--- config.mk ---
export PLATFORM = sky130hd
export DESIGN_NAME = counter_array_waveform
export DESIGN_NICKNAME = d
export VERILOG_FILES = /design/src/pkg/counter_array_pkg.sv /design/src/logic/counter_array_waveform.sv
export SDC_FILE = /design/constraint.sdc
export NUM_CORES = 1
export LEC_CHECK = 0
export ABC_CLOCK_PERIOD_IN_PS = 3000
export BUFFER_PORTS_ARGS = -buffer_cell sky130_fd_sc_hd__buf_4
export CAP_MARGIN = 20
export CORE_MARGIN = 2
export CORE_UTILIZATION = 50
export CTS_CLUSTER_SIZE = 30
export DETAILED_ROUTE_END_ITERATION = 6
export GPL_TIMING_DRIVEN = 1
export HOLD_SLACK_MARGIN = 0.06
export PLACE_DENSITY = 0.69
export SLEW_MARGIN = 15
export SYNTH_ARGS = -nofsm -noshare
export SYNTH_HDL_FRONTEND = slang
export SYNTH_SLANG_ARGS = --single-unit
--- constraint.sdc ---
create_clock -name clock -period 3 [get_ports clock]
set_input_delay 0.6 -clock clock [delete_from_list [all_inputs] [get_ports clock]]
set_output_delay 0.6 -clock clock [all_outputs]
set_load 0.03 [all_outputs]
--- src/pkg/counter_array_pkg.sv ---
// package: register map, field positions and types for the counter array waveform block
package counter_array_pkg;
    localparam int num_channels = 3;
    localparam logic [7:0] addr_control = 8'h00;
    localparam logic [7:0] addr_mode = 8'h04;
    localparam logic [7:0] addr_pwm_control = 8'h08;
    localparam logic [7:0] addr_counter = 8'h0C;
    localparam logic [7:0] addr_wd_update = 8'h10;
    localparam logic [7:0] addr_chan_base = 8'h20;
    localparam logic [7:0] addr_chan_stride = 8'h10;
    localparam logic [3:0] chan_off_mode = 4'h0;
    localparam logic [3:0] chan_off_low = 4'h4;
    localparam logic [3:0] chan_off_high = 4'h8;
    localparam int cm_wide_pwm = 7;
    localparam int cm_cmp_enable = 6;
    localparam int cm_match_flag_en = 3;
    localparam int cm_toggle = 2;
    localparam int cm_pwm = 1;
    localparam int cm_int_enable = 0;
    localparam int pc_reload_sel = 7;
    localparam int pc_overflow_flag = 5;
    localparam int pc_auto_reload = 3;
    localparam int cc_overflow = 7;
    localparam int cc_run = 6;
    localparam int md_wd_enable = 6;
    localparam logic [2:0] cycle_len_8 = 3'h0;
    localparam int base_width = 8;
    localparam int wd_channel = 2;
    localparam logic [7:0] reset_mode = 8'h00;
    localparam logic [7:0] reset_md = 8'h40;
    localparam logic [15:0] counter_max = 16'hFFFF;
    localparam logic [1:0] resp_okay = 2'b00;
    localparam logic [1:0] resp_slverr = 2'b10;

    typedef enum logic [4:0] {
        mode_off = 5'b00001,
        mode_freq = 5'b00010,
        mode_pwm_n = 5'b00100,
        mode_pwm_16 = 5'b01000,
        mode_compare = 5'b10000
    } chan_mode_t;

    typedef struct packed {
        logic [7:0] awaddr;
        logic awvalid;
        logic [31:0] wdata;
        logic [3:0] wstrb;
        logic wvalid;
        logic bready;
        logic [7:0] araddr;
        logic arvalid;
        logic rready;
    } axil_req_t;

    typedef struct packed {
        logic awready;
        logic wready;
        logic [1:0] bresp;
        logic bvalid;
        logic arready;
        logic [31:0] rdata;
        logic [1:0] rresp;
        logic rvalid;
    } axil_rsp_t;
endpackage

--- src/logic/counter_array_waveform.sv ---
// counter array with three compare channels: frequency, pwm and watchdog modes
// Notes on behaviour
// - frequency mode: high byte is clocks between toggles; zero counts 256.
// - frequency mode: low byte match toggles output, adds high byte to low.
// - frequency mode needs comparator, toggle and pwm enables all set.
// - frequency mode with match enable flags full 16-bit compare equality.
// - all 8..15 bit pwm channels share one cycle-length field.
// - 8-bit pwm: high on low-byte match, low on low-byte overflow.
// - 8-bit pwm: low byte reloads from high byte at low-byte rollover.
// - 8-bit pwm chosen by comparator and pwm enables with cycle length 000b.
// - 8-bit pwm: match sets channel flag; falling edge sets pwm overflow flag.
// - low-byte write clears comparator enable; high-byte write sets it.
// - comparator enable clear holds pwm output low.
// - reload-select bit steers compare byte accesses to auto-reload register.
// - N-bit pwm: high when low N bits match, low on bit-N overflow.
// - bit-N overflow sets pwm overflow flag and loads reload into compare.
// - cycle-length field selects N, period 2^N counter clocks.
// - 9..15 bit pwm with match enable flags each rising-edge match.
// - 16-bit pwm when comparator, pwm and wide select set.
// - 16-bit pwm: high on 16-bit match, low on 16-bit overflow.
// - 16-bit pwm: match sets channel flag; counter overflow flag marks fall.
// - watchdog enable makes channel 2 the watchdog; low byte holds offset.
// - watchdog enabled by reset; resets device when updates come too late.
// - 16-bit pwm uses auto-reload when pwm control bit 3 is set.
//
// Decided for this implementation: the AXI4-Lite slave port and the address map.
`timescale 1ns/1ps
module counter_array_waveform
(
    input wire logic clock,
    input wire logic rst,
    input wire logic counter_tick,
    input wire counter_array_pkg::axil_req_t bus_req,
    output counter_array_pkg::axil_rsp_t bus_rsp,
    output logic [2:0] channel_output_pin,
    output logic watchdog_reset
);
    import counter_array_pkg::*;

    logic [7:0] array_control_register_r;
    logic [7:0] array_mode_register_r;
    logic [7:0] pwm_control_register_r;
    logic [15:0] counter_r;
    logic [7:0] channel_mode_register_r [num_channels];
    logic [15:0] channel_compare_word_r [num_channels];
    logic [15:0] reload_word_r [num_channels];
    logic [2:0] out_r;
    logic [2:0] match_hit;
    logic [2:0] event_set;
    chan_mode_t mode [num_channels];

    // write channel: address and data may arrive in either order
    logic aw_held_r;
    logic w_held_r;
    logic [7:0] aw_addr_r;
    logic [31:0] w_data_r;
    logic [3:0] w_strb_r;
    logic bvalid_r;
    logic wr_go;
    logic rvalid_r;
    logic [31:0] rdata_r;
    logic [1:0] rresp_r;
    logic [1:0] bresp_r;
    logic wr_ok;
    logic rd_ok;

    assign bus_rsp.awready = !aw_held_r && !bvalid_r;
    assign bus_rsp.wready = !w_held_r && !bvalid_r;
    assign bus_rsp.bvalid = bvalid_r;
    assign bus_rsp.bresp = bresp_r;
    assign bus_rsp.arready = !rvalid_r;
    assign bus_rsp.rvalid = rvalid_r;
    assign bus_rsp.rdata = rdata_r;
    assign bus_rsp.rresp = rresp_r;
    assign channel_output_pin = out_r;
    assign wr_go = aw_held_r && w_held_r && !bvalid_r;

    always_ff @(posedge clock)
    begin
        if (rst)
        begin
            aw_held_r <= 1'b0;
            w_held_r <= 1'b0;
            aw_addr_r <= 8'h00;
            w_data_r <= 32'h0000_0000;
            w_strb_r <= 4'h0;
            bvalid_r <= 1'b0;
            bresp_r <= resp_okay;
        end
        else
        begin
            if (bus_req.awvalid && bus_rsp.awready)
            begin
                aw_held_r <= 1'b1;
                aw_addr_r <= bus_req.awaddr;
            end
            if (bus_req.wvalid && bus_rsp.wready)
            begin
                w_held_r <= 1'b1;
                w_data_r <= bus_req.wdata;
                w_strb_r <= bus_req.wstrb;
            end
            if (wr_go)
            begin
                aw_held_r <= 1'b0;
                w_held_r <= 1'b0;
                bvalid_r <= 1'b1;
                bresp_r <= wr_ok ? resp_okay : resp_slverr;
            end
            else if (bvalid_r && bus_req.bready)
            begin
                bvalid_r <= 1'b0;
            end
        end
    end

    // address decode shared by reads and writes
    function automatic logic decode_ok(input logic [7:0] a);
        logic [7:0] rel;
        rel = a - addr_chan_base;
        if (a == addr_control || a == addr_mode || a == addr_pwm_control ||
            a == addr_counter || a == addr_wd_update)
            return 1'b1;
        return (a >= addr_chan_base) && (rel < 8'(num_channels) * addr_chan_stride) &&
            (rel[3:0] == chan_off_mode || rel[3:0] == chan_off_low ||
             rel[3:0] == chan_off_high);
    endfunction

    assign wr_ok = decode_ok(aw_addr_r);
    assign rd_ok = decode_ok(bus_req.araddr);

    logic wr_lane;
    assign wr_lane = wr_go && w_strb_r[0];

    logic wd_on;
    assign wd_on = array_mode_register_r[md_wd_enable];
    logic [2:0] cycle_len;
    assign cycle_len = pwm_control_register_r[2:0];

    // overflow out of bit N; N = 8 + cycle length
    logic [15:0] n_mask;
    logic n_overflow, low_overflow, full_overflow;
    logic run_tick, n_wrap, low_wrap, full_wrap;
    assign n_mask = 16'((32'h0000_0001 << (base_width + 32'(cycle_len))) - 32'h0000_0001);
    assign n_overflow = counter_tick && ((counter_r & n_mask) == n_mask);
    assign low_overflow = counter_tick && (counter_r[7:0] == 8'hFF);
    assign full_overflow = counter_tick && (counter_r == counter_max);
    assign run_tick = counter_tick && (array_control_register_r[cc_run] || wd_on);
    assign low_wrap = run_tick && counter_r[7:0] == 8'h00;
    assign n_wrap = run_tick && (counter_r & n_mask) == 16'h0000;
    assign full_wrap = run_tick && counter_r == 16'h0000;

    always_ff @(posedge clock)
    begin
        if (rst)
            counter_r <= 16'h0000;
        else if (wr_lane && !wd_on && aw_addr_r == addr_counter)
            counter_r <= w_data_r[15:0];
        else if (run_tick)
            counter_r <= counter_r + 16'h0001;
    end

    genvar ch;
    generate
        for (ch = 0; ch < num_channels; ch++)
        begin : g_ch
            logic [7:0] cm;
            logic [7:0] ch_addr;
            logic sel_low;
            logic sel_high;
            logic sel_mode;
            logic wd_here;
            logic [7:0] freq_step;
            assign cm = channel_mode_register_r[ch];
            assign ch_addr = addr_chan_base + 8'(ch) * addr_chan_stride;
            assign sel_low = wr_lane && aw_addr_r == ch_addr + 8'(chan_off_low);
            assign sel_high = wr_lane && aw_addr_r == ch_addr + 8'(chan_off_high);
            assign sel_mode = wr_lane && aw_addr_r == ch_addr + 8'(chan_off_mode);
            assign wd_here = wd_on && (ch == wd_channel);
            // 0x00 wraps naturally in 8-bit add, giving 256 clocks
            assign freq_step = channel_compare_word_r[ch][15:8];

            always_comb
            begin
                if (wd_here)
                    mode[ch] = mode_compare;
                else if (cm[cm_cmp_enable] && cm[cm_pwm] && cm[cm_wide_pwm])
                    mode[ch] = mode_pwm_16;
                else if (cm[cm_cmp_enable] && cm[cm_pwm] && cm[cm_toggle])
                    mode[ch] = mode_freq;
                else if (cm[cm_pwm])
                    mode[ch] = mode_pwm_n;
                else
                    mode[ch] = mode_off;
            end

            always_comb
            begin
                case (mode[ch])
                    mode_freq: match_hit[ch] = run_tick &&
                        counter_r[7:0] == channel_compare_word_r[ch][7:0];
                    mode_pwm_n: match_hit[ch] = run_tick && ((counter_r & n_mask) ==
                        (channel_compare_word_r[ch] & n_mask));
                    default: match_hit[ch] = run_tick &&
                        counter_r == channel_compare_word_r[ch];
                endcase
            end

            // channel flag: 16-bit equality in frequency mode, match in both pwm modes
            always_comb
            begin
                event_set[ch] = 1'b0;
                if (cm[cm_match_flag_en] && cm[cm_cmp_enable] && !wd_here)
                begin
                    case (mode[ch])
                        mode_freq: event_set[ch] = run_tick &&
                            counter_r == channel_compare_word_r[ch];
                        mode_pwm_n: event_set[ch] = match_hit[ch];
                        mode_pwm_16: event_set[ch] = match_hit[ch];
                        mode_compare: event_set[ch] = match_hit[ch];
                        default: event_set[ch] = 1'b0;
                    endcase
                end
            end

            always_ff @(posedge clock)
            begin
                if (rst)
                    channel_mode_register_r[ch] <= reset_mode;
                else if (sel_mode && !wd_here)
                    channel_mode_register_r[ch] <= w_data_r[7:0];
                else if (sel_low && !pwm_control_register_r[pc_reload_sel])
                    channel_mode_register_r[ch][cm_cmp_enable] <= 1'b0;
                else if (sel_high && !pwm_control_register_r[pc_reload_sel])
                    channel_mode_register_r[ch][cm_cmp_enable] <= 1'b1;
            end

            always_ff @(posedge clock)
            begin
                if (rst)
                    reload_word_r[ch] <= 16'h0000;
                else if (pwm_control_register_r[pc_reload_sel] && !wd_here)
                begin
                    if (sel_low)
                        reload_word_r[ch][7:0] <= w_data_r[7:0];
                    if (sel_high)
                        reload_word_r[ch][15:8] <= w_data_r[7:0];
                end
            end

            always_ff @(posedge clock)
            begin
                if (rst)
                    channel_compare_word_r[ch] <= 16'h0000;
                else if (wd_here && sel_high)
                    // watchdog update: counter high byte plus offset
                    channel_compare_word_r[ch][15:8] <=
                        counter_r[15:8] + channel_compare_word_r[ch][7:0];
                else if (!pwm_control_register_r[pc_reload_sel] && (sel_low || sel_high))
                begin
                    if (sel_low && !wd_here)
                        channel_compare_word_r[ch][7:0] <= w_data_r[7:0];
                    if (sel_high && !wd_here)
                        channel_compare_word_r[ch][15:8] <= w_data_r[7:0];
                end
                else if (mode[ch] == mode_freq && match_hit[ch])
                    channel_compare_word_r[ch][7:0] <=
                        channel_compare_word_r[ch][7:0] + freq_step;
                else if (mode[ch] == mode_pwm_n && cycle_len == cycle_len_8 && low_overflow)
                    channel_compare_word_r[ch][7:0] <=
                        channel_compare_word_r[ch][15:8];
                else if (mode[ch] == mode_pwm_n && cycle_len != cycle_len_8 && n_overflow)
                    channel_compare_word_r[ch] <= reload_word_r[ch];
                else if (mode[ch] == mode_pwm_16 && full_overflow &&
                         pwm_control_register_r[pc_auto_reload])
                    channel_compare_word_r[ch] <= reload_word_r[ch];
            end

            // clear one clock after overflow, so high time is period minus compare
            always_ff @(posedge clock)
            begin
                if (rst)
                    out_r[ch] <= 1'b0;
                else
                begin
                    case (mode[ch])
                        mode_freq:
                            if (match_hit[ch])
                                out_r[ch] <= !out_r[ch];
                        mode_pwm_n:
                            if (!cm[cm_cmp_enable])
                                out_r[ch] <= 1'b0;
                            else if (match_hit[ch])
                                out_r[ch] <= 1'b1;
                            else if (cycle_len == cycle_len_8 ? low_wrap : n_wrap)
                                out_r[ch] <= 1'b0;
                        mode_pwm_16:
                            if (!cm[cm_cmp_enable])
                                out_r[ch] <= 1'b0;
                            else if (match_hit[ch])
                                out_r[ch] <= 1'b1;
                            else if (full_wrap)
                                out_r[ch] <= 1'b0;
                        default:
                            out_r[ch] <= out_r[ch];
                    endcase
                end
            end
        end
    endgenerate

    // pwm control: reload select, overflow flag, auto-reload, cycle length
    logic pwm_any_n;
    always_comb
    begin
        pwm_any_n = 1'b0;
        for (int i = 0; i < num_channels; i++)
            if (mode[i] == mode_pwm_n)
                pwm_any_n = 1'b1;
    end

    always_ff @(posedge clock)
    begin
        if (rst)
            pwm_control_register_r <= 8'h00;
        else
        begin
            if (wr_lane && aw_addr_r == addr_pwm_control)
                pwm_control_register_r <= w_data_r[7:0];
            // hardware set beats a software clear in the same cycle
            if (pwm_any_n && (cycle_len == cycle_len_8 ? low_overflow : n_overflow))
                pwm_control_register_r[pc_overflow_flag] <= 1'b1;
        end
    end

    // control: counter overflow, run, per-channel event flags
    always_ff @(posedge clock)
    begin
        if (rst)
            array_control_register_r <= 8'h00;
        else
        begin
            if (wr_lane && aw_addr_r == addr_control)
            begin
                array_control_register_r[cc_overflow] <= w_data_r[cc_overflow];
                array_control_register_r[cc_run] <= w_data_r[cc_run];
                array_control_register_r[2:0] <= w_data_r[2:0];
            end
            if (run_tick && full_overflow)
                array_control_register_r[cc_overflow] <= 1'b1;
            for (int i = 0; i < num_channels; i++)
                if (event_set[i])
                    array_control_register_r[i] <= 1'b1;
        end
    end

    always_ff @(posedge clock)
    begin
        if (rst)
            array_mode_register_r <= reset_md;
        else if (wr_lane && aw_addr_r == addr_mode)
            array_mode_register_r <= w_data_r[7:0];
    end

    // watchdog: low-byte overflow while high bytes match, or forced flag write
    always_ff @(posedge clock)
    begin
        if (rst)
            watchdog_reset <= 1'b0;
        else
            watchdog_reset <= wd_on && ((low_overflow &&
                counter_r[15:8] == channel_compare_word_r[wd_channel][15:8]) ||
                (wr_lane && aw_addr_r == addr_control && w_data_r[wd_channel]));
    end

    // read channel
    logic [31:0] rd_val;
    always_comb
    begin
        logic [7:0] rel;
        int idx;
        rel = bus_req.araddr - addr_chan_base;
        idx = int'(rel[7:4]);
        rd_val = 32'h0000_0000;
        case (bus_req.araddr)
            addr_control: rd_val = {24'h00_0000, array_control_register_r & 8'hC7};
            addr_mode: rd_val = {24'h00_0000, array_mode_register_r};
            addr_pwm_control: rd_val = {24'h00_0000, pwm_control_register_r};
            addr_counter: rd_val = {16'h0000, counter_r};
            addr_wd_update: rd_val = 32'h0000_0000;
            default:
                if (rd_ok && idx < num_channels)
                begin
                    if (rel[3:0] == chan_off_mode)
                        rd_val = {24'h00_0000, channel_mode_register_r[idx]};
                    else if (rel[3:0] == chan_off_low)
                        rd_val = {24'h00_0000, pwm_control_register_r[pc_reload_sel] ?
                            reload_word_r[idx][7:0] : channel_compare_word_r[idx][7:0]};
                    else
                        rd_val = {24'h00_0000, pwm_control_register_r[pc_reload_sel] ?
                            reload_word_r[idx][15:8] : channel_compare_word_r[idx][15:8]};
                end
        endcase
    end

    always_ff @(posedge clock)
    begin
        if (rst)
        begin
            rvalid_r <= 1'b0;
            rdata_r <= 32'h0000_0000;
            rresp_r <= resp_okay;
        end
        else if (bus_req.arvalid && !rvalid_r)
        begin
            rvalid_r <= 1'b1;
            rdata_r <= rd_val;
            rresp_r <= rd_ok ? resp_okay : resp_slverr;
        end
        else if (rvalid_r && bus_req.rready)
            rvalid_r <= 1'b0;
    end
endmodule

==> summary.md <==
| Metric | Value |
|---|---|
| Clk_lat worst skew | 0.54 ns |
| Clock sinks | 208 |
| Multi-input gate area | 7060 um2 |
| RSZ-0062 raised after global routing | false |
| Pleak | 0.00588 uW |
| Antenna diodes | 0 |
| Final Non-Filler Cells | 1,828 |
| Primary FF master, synth | edfxtp_1 |
| # IOs | 105 |
| Initial antenna violation count | 0 |
| Flip-flop and latch area | 5370 um2 |
| TritonCTS clock tree | built |
| Min cycle time layout | 2.85 ns |
| CTS Root Cell | clkbuf_16 |
| Setup tns final | 0 ns |
| P&R area growth vs syn | 14.7% |
| Mapped Cells | 1,378 |
| Worst Clk Skew | 0.0272 ns |
| Final wirelength | 42,800 um |
| Vias per cell | 6.23 |
| Initial drt markers | 1,452 |
| Fin crit share | 0.950 |
| First-pass GRT wire length | 65,200 um |
| Hold buffers post-CTS | 0 |
| Cell taking the most area after synthesis | edfxtp_1 |
| H-tree Lvls | 1 |
| Avg Synthesized Cell Area | 9.51 um2 |
| Async set-or-reset flop fraction in the synthesized netlist | 0 |
| EDFF count, synth | 120 |
| Total GRT Usage | 0.307 |
| Crit path max fanout | 8 |
| Min-Delay Path Class | primary input to flip-flop |
| Placed wire-length estimate | 32,300 um |
| 1st-pass router iterations | 6 |
| Pwr Density | 454 nW/um2 |
| Final antenna-violating net count | 0 |
| RePlAce Congestion | 1.03 |
| #FFs+latches synth | 208 |
| Placeable Area | 25,900 um2 |
| Die width | 166 um |
| Post-synthesis sequential area ratio | 0.410 |
| Worst R2R Start | counter_r[7]$_SDFFE_PP0P_ |
| Drc violations | 0 |
| Crit start category | flip-flop |
| Endpoints failing setup | 0 |
| Total number of vias | 11,400 |
| Std cell rows | 59 |
| Number of gates resized after CTS | 0 |
| CP arrival | 3.09 ns |
| Fillers | 2,285 |
| Drt wl/cell | 23.4 um |
| DIE HEIGHT | 166 um |
| Clock buffer depth | 3 |
| Slew Limit Fails | 0 |
| Share of layout cells above drive strength 1 | 0.182 |
| Worst-path clk slew | 0.06 ns |
| Status | complete, no violations |
| RR Endpoint | channel_compare_word_r[0][3]$_DFFE_PP_ |
| CTS Buf Count | 24 |
| Number of global-route vias before repair | 10,900 |
| Initial Util | 0.506 |
| Req. time, crit path | 3.23 ns |
| Top cell type's share of synthesized area | 0.275 |
| Syn. warnings | 0 |
| IO Port Bufs | 67 |
| Max VDD drop | 0.484 mV |
| Die ar. | 27,500 um2 |
| Largest net degree at the start of global routing | 49 |
| Worst setup EP type | flip-flop |
| Nets@finish | 1,571 |
| Final hold violation count | 0 |
| Achievable clock frequency | 351 MHz |
| Critical setup path kind | flip-flop to flip-flop |
| Critical hold path startpoint | bus_req[0] |
| Post-Syn Area | 13,100 um2 |
| Max_cap viols | 0 |
| Dpl cells | 1,784 |
| Area contributors post-synth | edfxtp_1 28%, dfxtp_1 13%, nand2_1 4.2% |
| Max_slew headroom | 0.285 |
| Least-Margin Pin Slew | 1.07 ns |
| R2R setup slack | 0.15 ns |
| Reg2Reg Depth | 8 |
| Worst hold path cell count | 2 |
| Grt total ovfl | 0 |
| Unique masters post-synth | 84 |
| Hold EP | rvalid_r$_SDFFE_PP0P_ |
| Post CTS Setup Buffer Count | 0 |
[registers in the layout (all words and copies together), names as in the netlist, 8 cells and up]
name / cells
array_mode_register_r: 8
w_data_r: 16
reload_word_r: 48
counter_r: 16
rdata_r: 16
channel_compare_word_r: 48
pwm_control_register_r: 8
aw_addr_r: 8
channel_mode_register_r: 24
[Yosys cell counts, types with 31 or more instances]
cell	count
edfxtp_1	120
xnor2_1	31
mux2i_1	49
a21oi_1	92
dfxtp_1	88
xor2_1	57
o21ai_0	52
clkbuf_1	48
nand2_1	148
nor2_1	111
and2_1	73
ha_1	32
nand3_1	31
buf_2	33
inv_1	39
[cells in the final DEF, fill, tap and decap left out, types with 11 or more instances in the layout]
| cell | n |
|---|---|
| a211oi_2 | 16 |
| a21o_1 | 11 |
| a21oi_1 | 92 |
| a221oi_1 | 15 |
| a22o_1 | 21 |
| and2_1 | 73 |
| and3_1 | 11 |
| buf_4 | 165 |
| clkbuf_16 | 24 |
| conb_1 | 18 |
| dfxtp_1 | 87 |
| edfxtp_1 | 120 |
| ha_1 | 32 |
| inv_1 | 39 |
| mux2i_1 | 49 |
| mux4_2 | 16 |
| nand2_1 | 148 |
| nand2b_1 | 11 |
| nand3_1 | 31 |
| nor2_1 | 111 |
| nor2b_1 | 21 |
| nor3_1 | 27 |
| nor4_1 | 17 |
| o211ai_1 | 22 |
| o21ai_0 | 52 |
| xnor2_1 | 31 |
| xor2_1 | 57 |
[worst max path at each step]
| stage | from | to | slack, ns |
|---|---|---|---|
| 6_report | counter_r[7]$_SDFFE_PP0P_ | channel_compare_word_r[0][3]$_DFFE_PP_ | 0.15 |
| 5_1_grt | counter_r[9]$_SDFFE_PP0P_ | channel_compare_word_r[2][14]$_SDFFCE_PN0P_ | 0.02 |
| 4_1_cts | counter_r[7]$_SDFFE_PP0P_ | channel_compare_word_r[0][3]$_DFFE_PP_ | 0.27 |
| 3_5_place_dp | counter_r[7]$_SDFFE_PP0P_ | channel_compare_word_r[0][5]$_DFFE_PP_ | 0.29 |
| 3_3_place_gp | counter_tick | channel_compare_word_r[2][1]$_SDFFCE_PN0P_ | 0.29 |
| 2_1_floorplan | counter_r[13]$_SDFFE_PP0P_ | channel_compare_word_r[0][10]$_DFFE_PP_ | 0.43 |
[cells by family (layout without fill, tap and decap cells)]
family / Yosys count / after routing / synth area share
and+or+nand+nor: 499 / 499 / 0.194
AOI/OAI and AO/OA: 320 / 320 / 0.173
DFF: 208 / 208 / 0.410
buffers and inverters: 154 / 252 / 0.0565
xor gates and xnor gates: 88 / 88 / 0.0588
muxes: 72 / 72 / 0.0710
adders and majority gates: 36 / 36 / 0.0367
other: 1 / 18 / 0.000286
[routing by layer]
layer  vias up  track usage  part of all wire
li1       5191            -                 -
met1      5389        0.424              0.41
met2       696        0.479              0.44
met3       119       0.0474              0.10
met4         0        0.138             0.049
met5         -            0                 0
[final cells by class]
class / count / area share
Inverter: 41 / 0.0102
Clock inverter: 16 / 0.00783
Sequential cell: 208 / 0.357
Timing Repair Buffer: 167 / 0.0851
Multi-Input combinational cell: 1033 / 0.470
Tap cell: 335 / 0.0279
Clock buffer: 28 / 0.0423
[power by group]
group	switching, uW	total [uW]	internal [uW]
Clock	1220	2820	1610
Combinational	468	750	283
Sequential	143	3250	3110
Total	1830	6820	5000
[stage by stage]
step | util | total power (uW) | instance area, um2 | hold slack [ns] | setup slack [ns]
global route | 0.580 | 7030 | 15000 | 0.252 | 0.0199
floorplan | - | 3740 | 13200 | 0.432 | 0.432
detailed placement | 0.551 | 4040 | 14300 | 0.451 | 0.287
CTS | 0.580 | 6830 | 15000 | 0.258 | 0.269
global placement | 0.551 | 4030 | 14300 | 0.444 | 0.291
finish | 0.580 | 6820 | 15000 | 0.268 | 0.149
[worst max-delay path: stages (launching register included)]
cell      delay, ns
dfxtp_1        0.63
buf_4          0.22
xor2_1         0.06
nor4_1         0.49
and3_1         0.28
and3_1         0.48
a311oi_1       0.10
nand2_1        0.15
buf_12         0.14
Power figures use the tool's default switching activity.
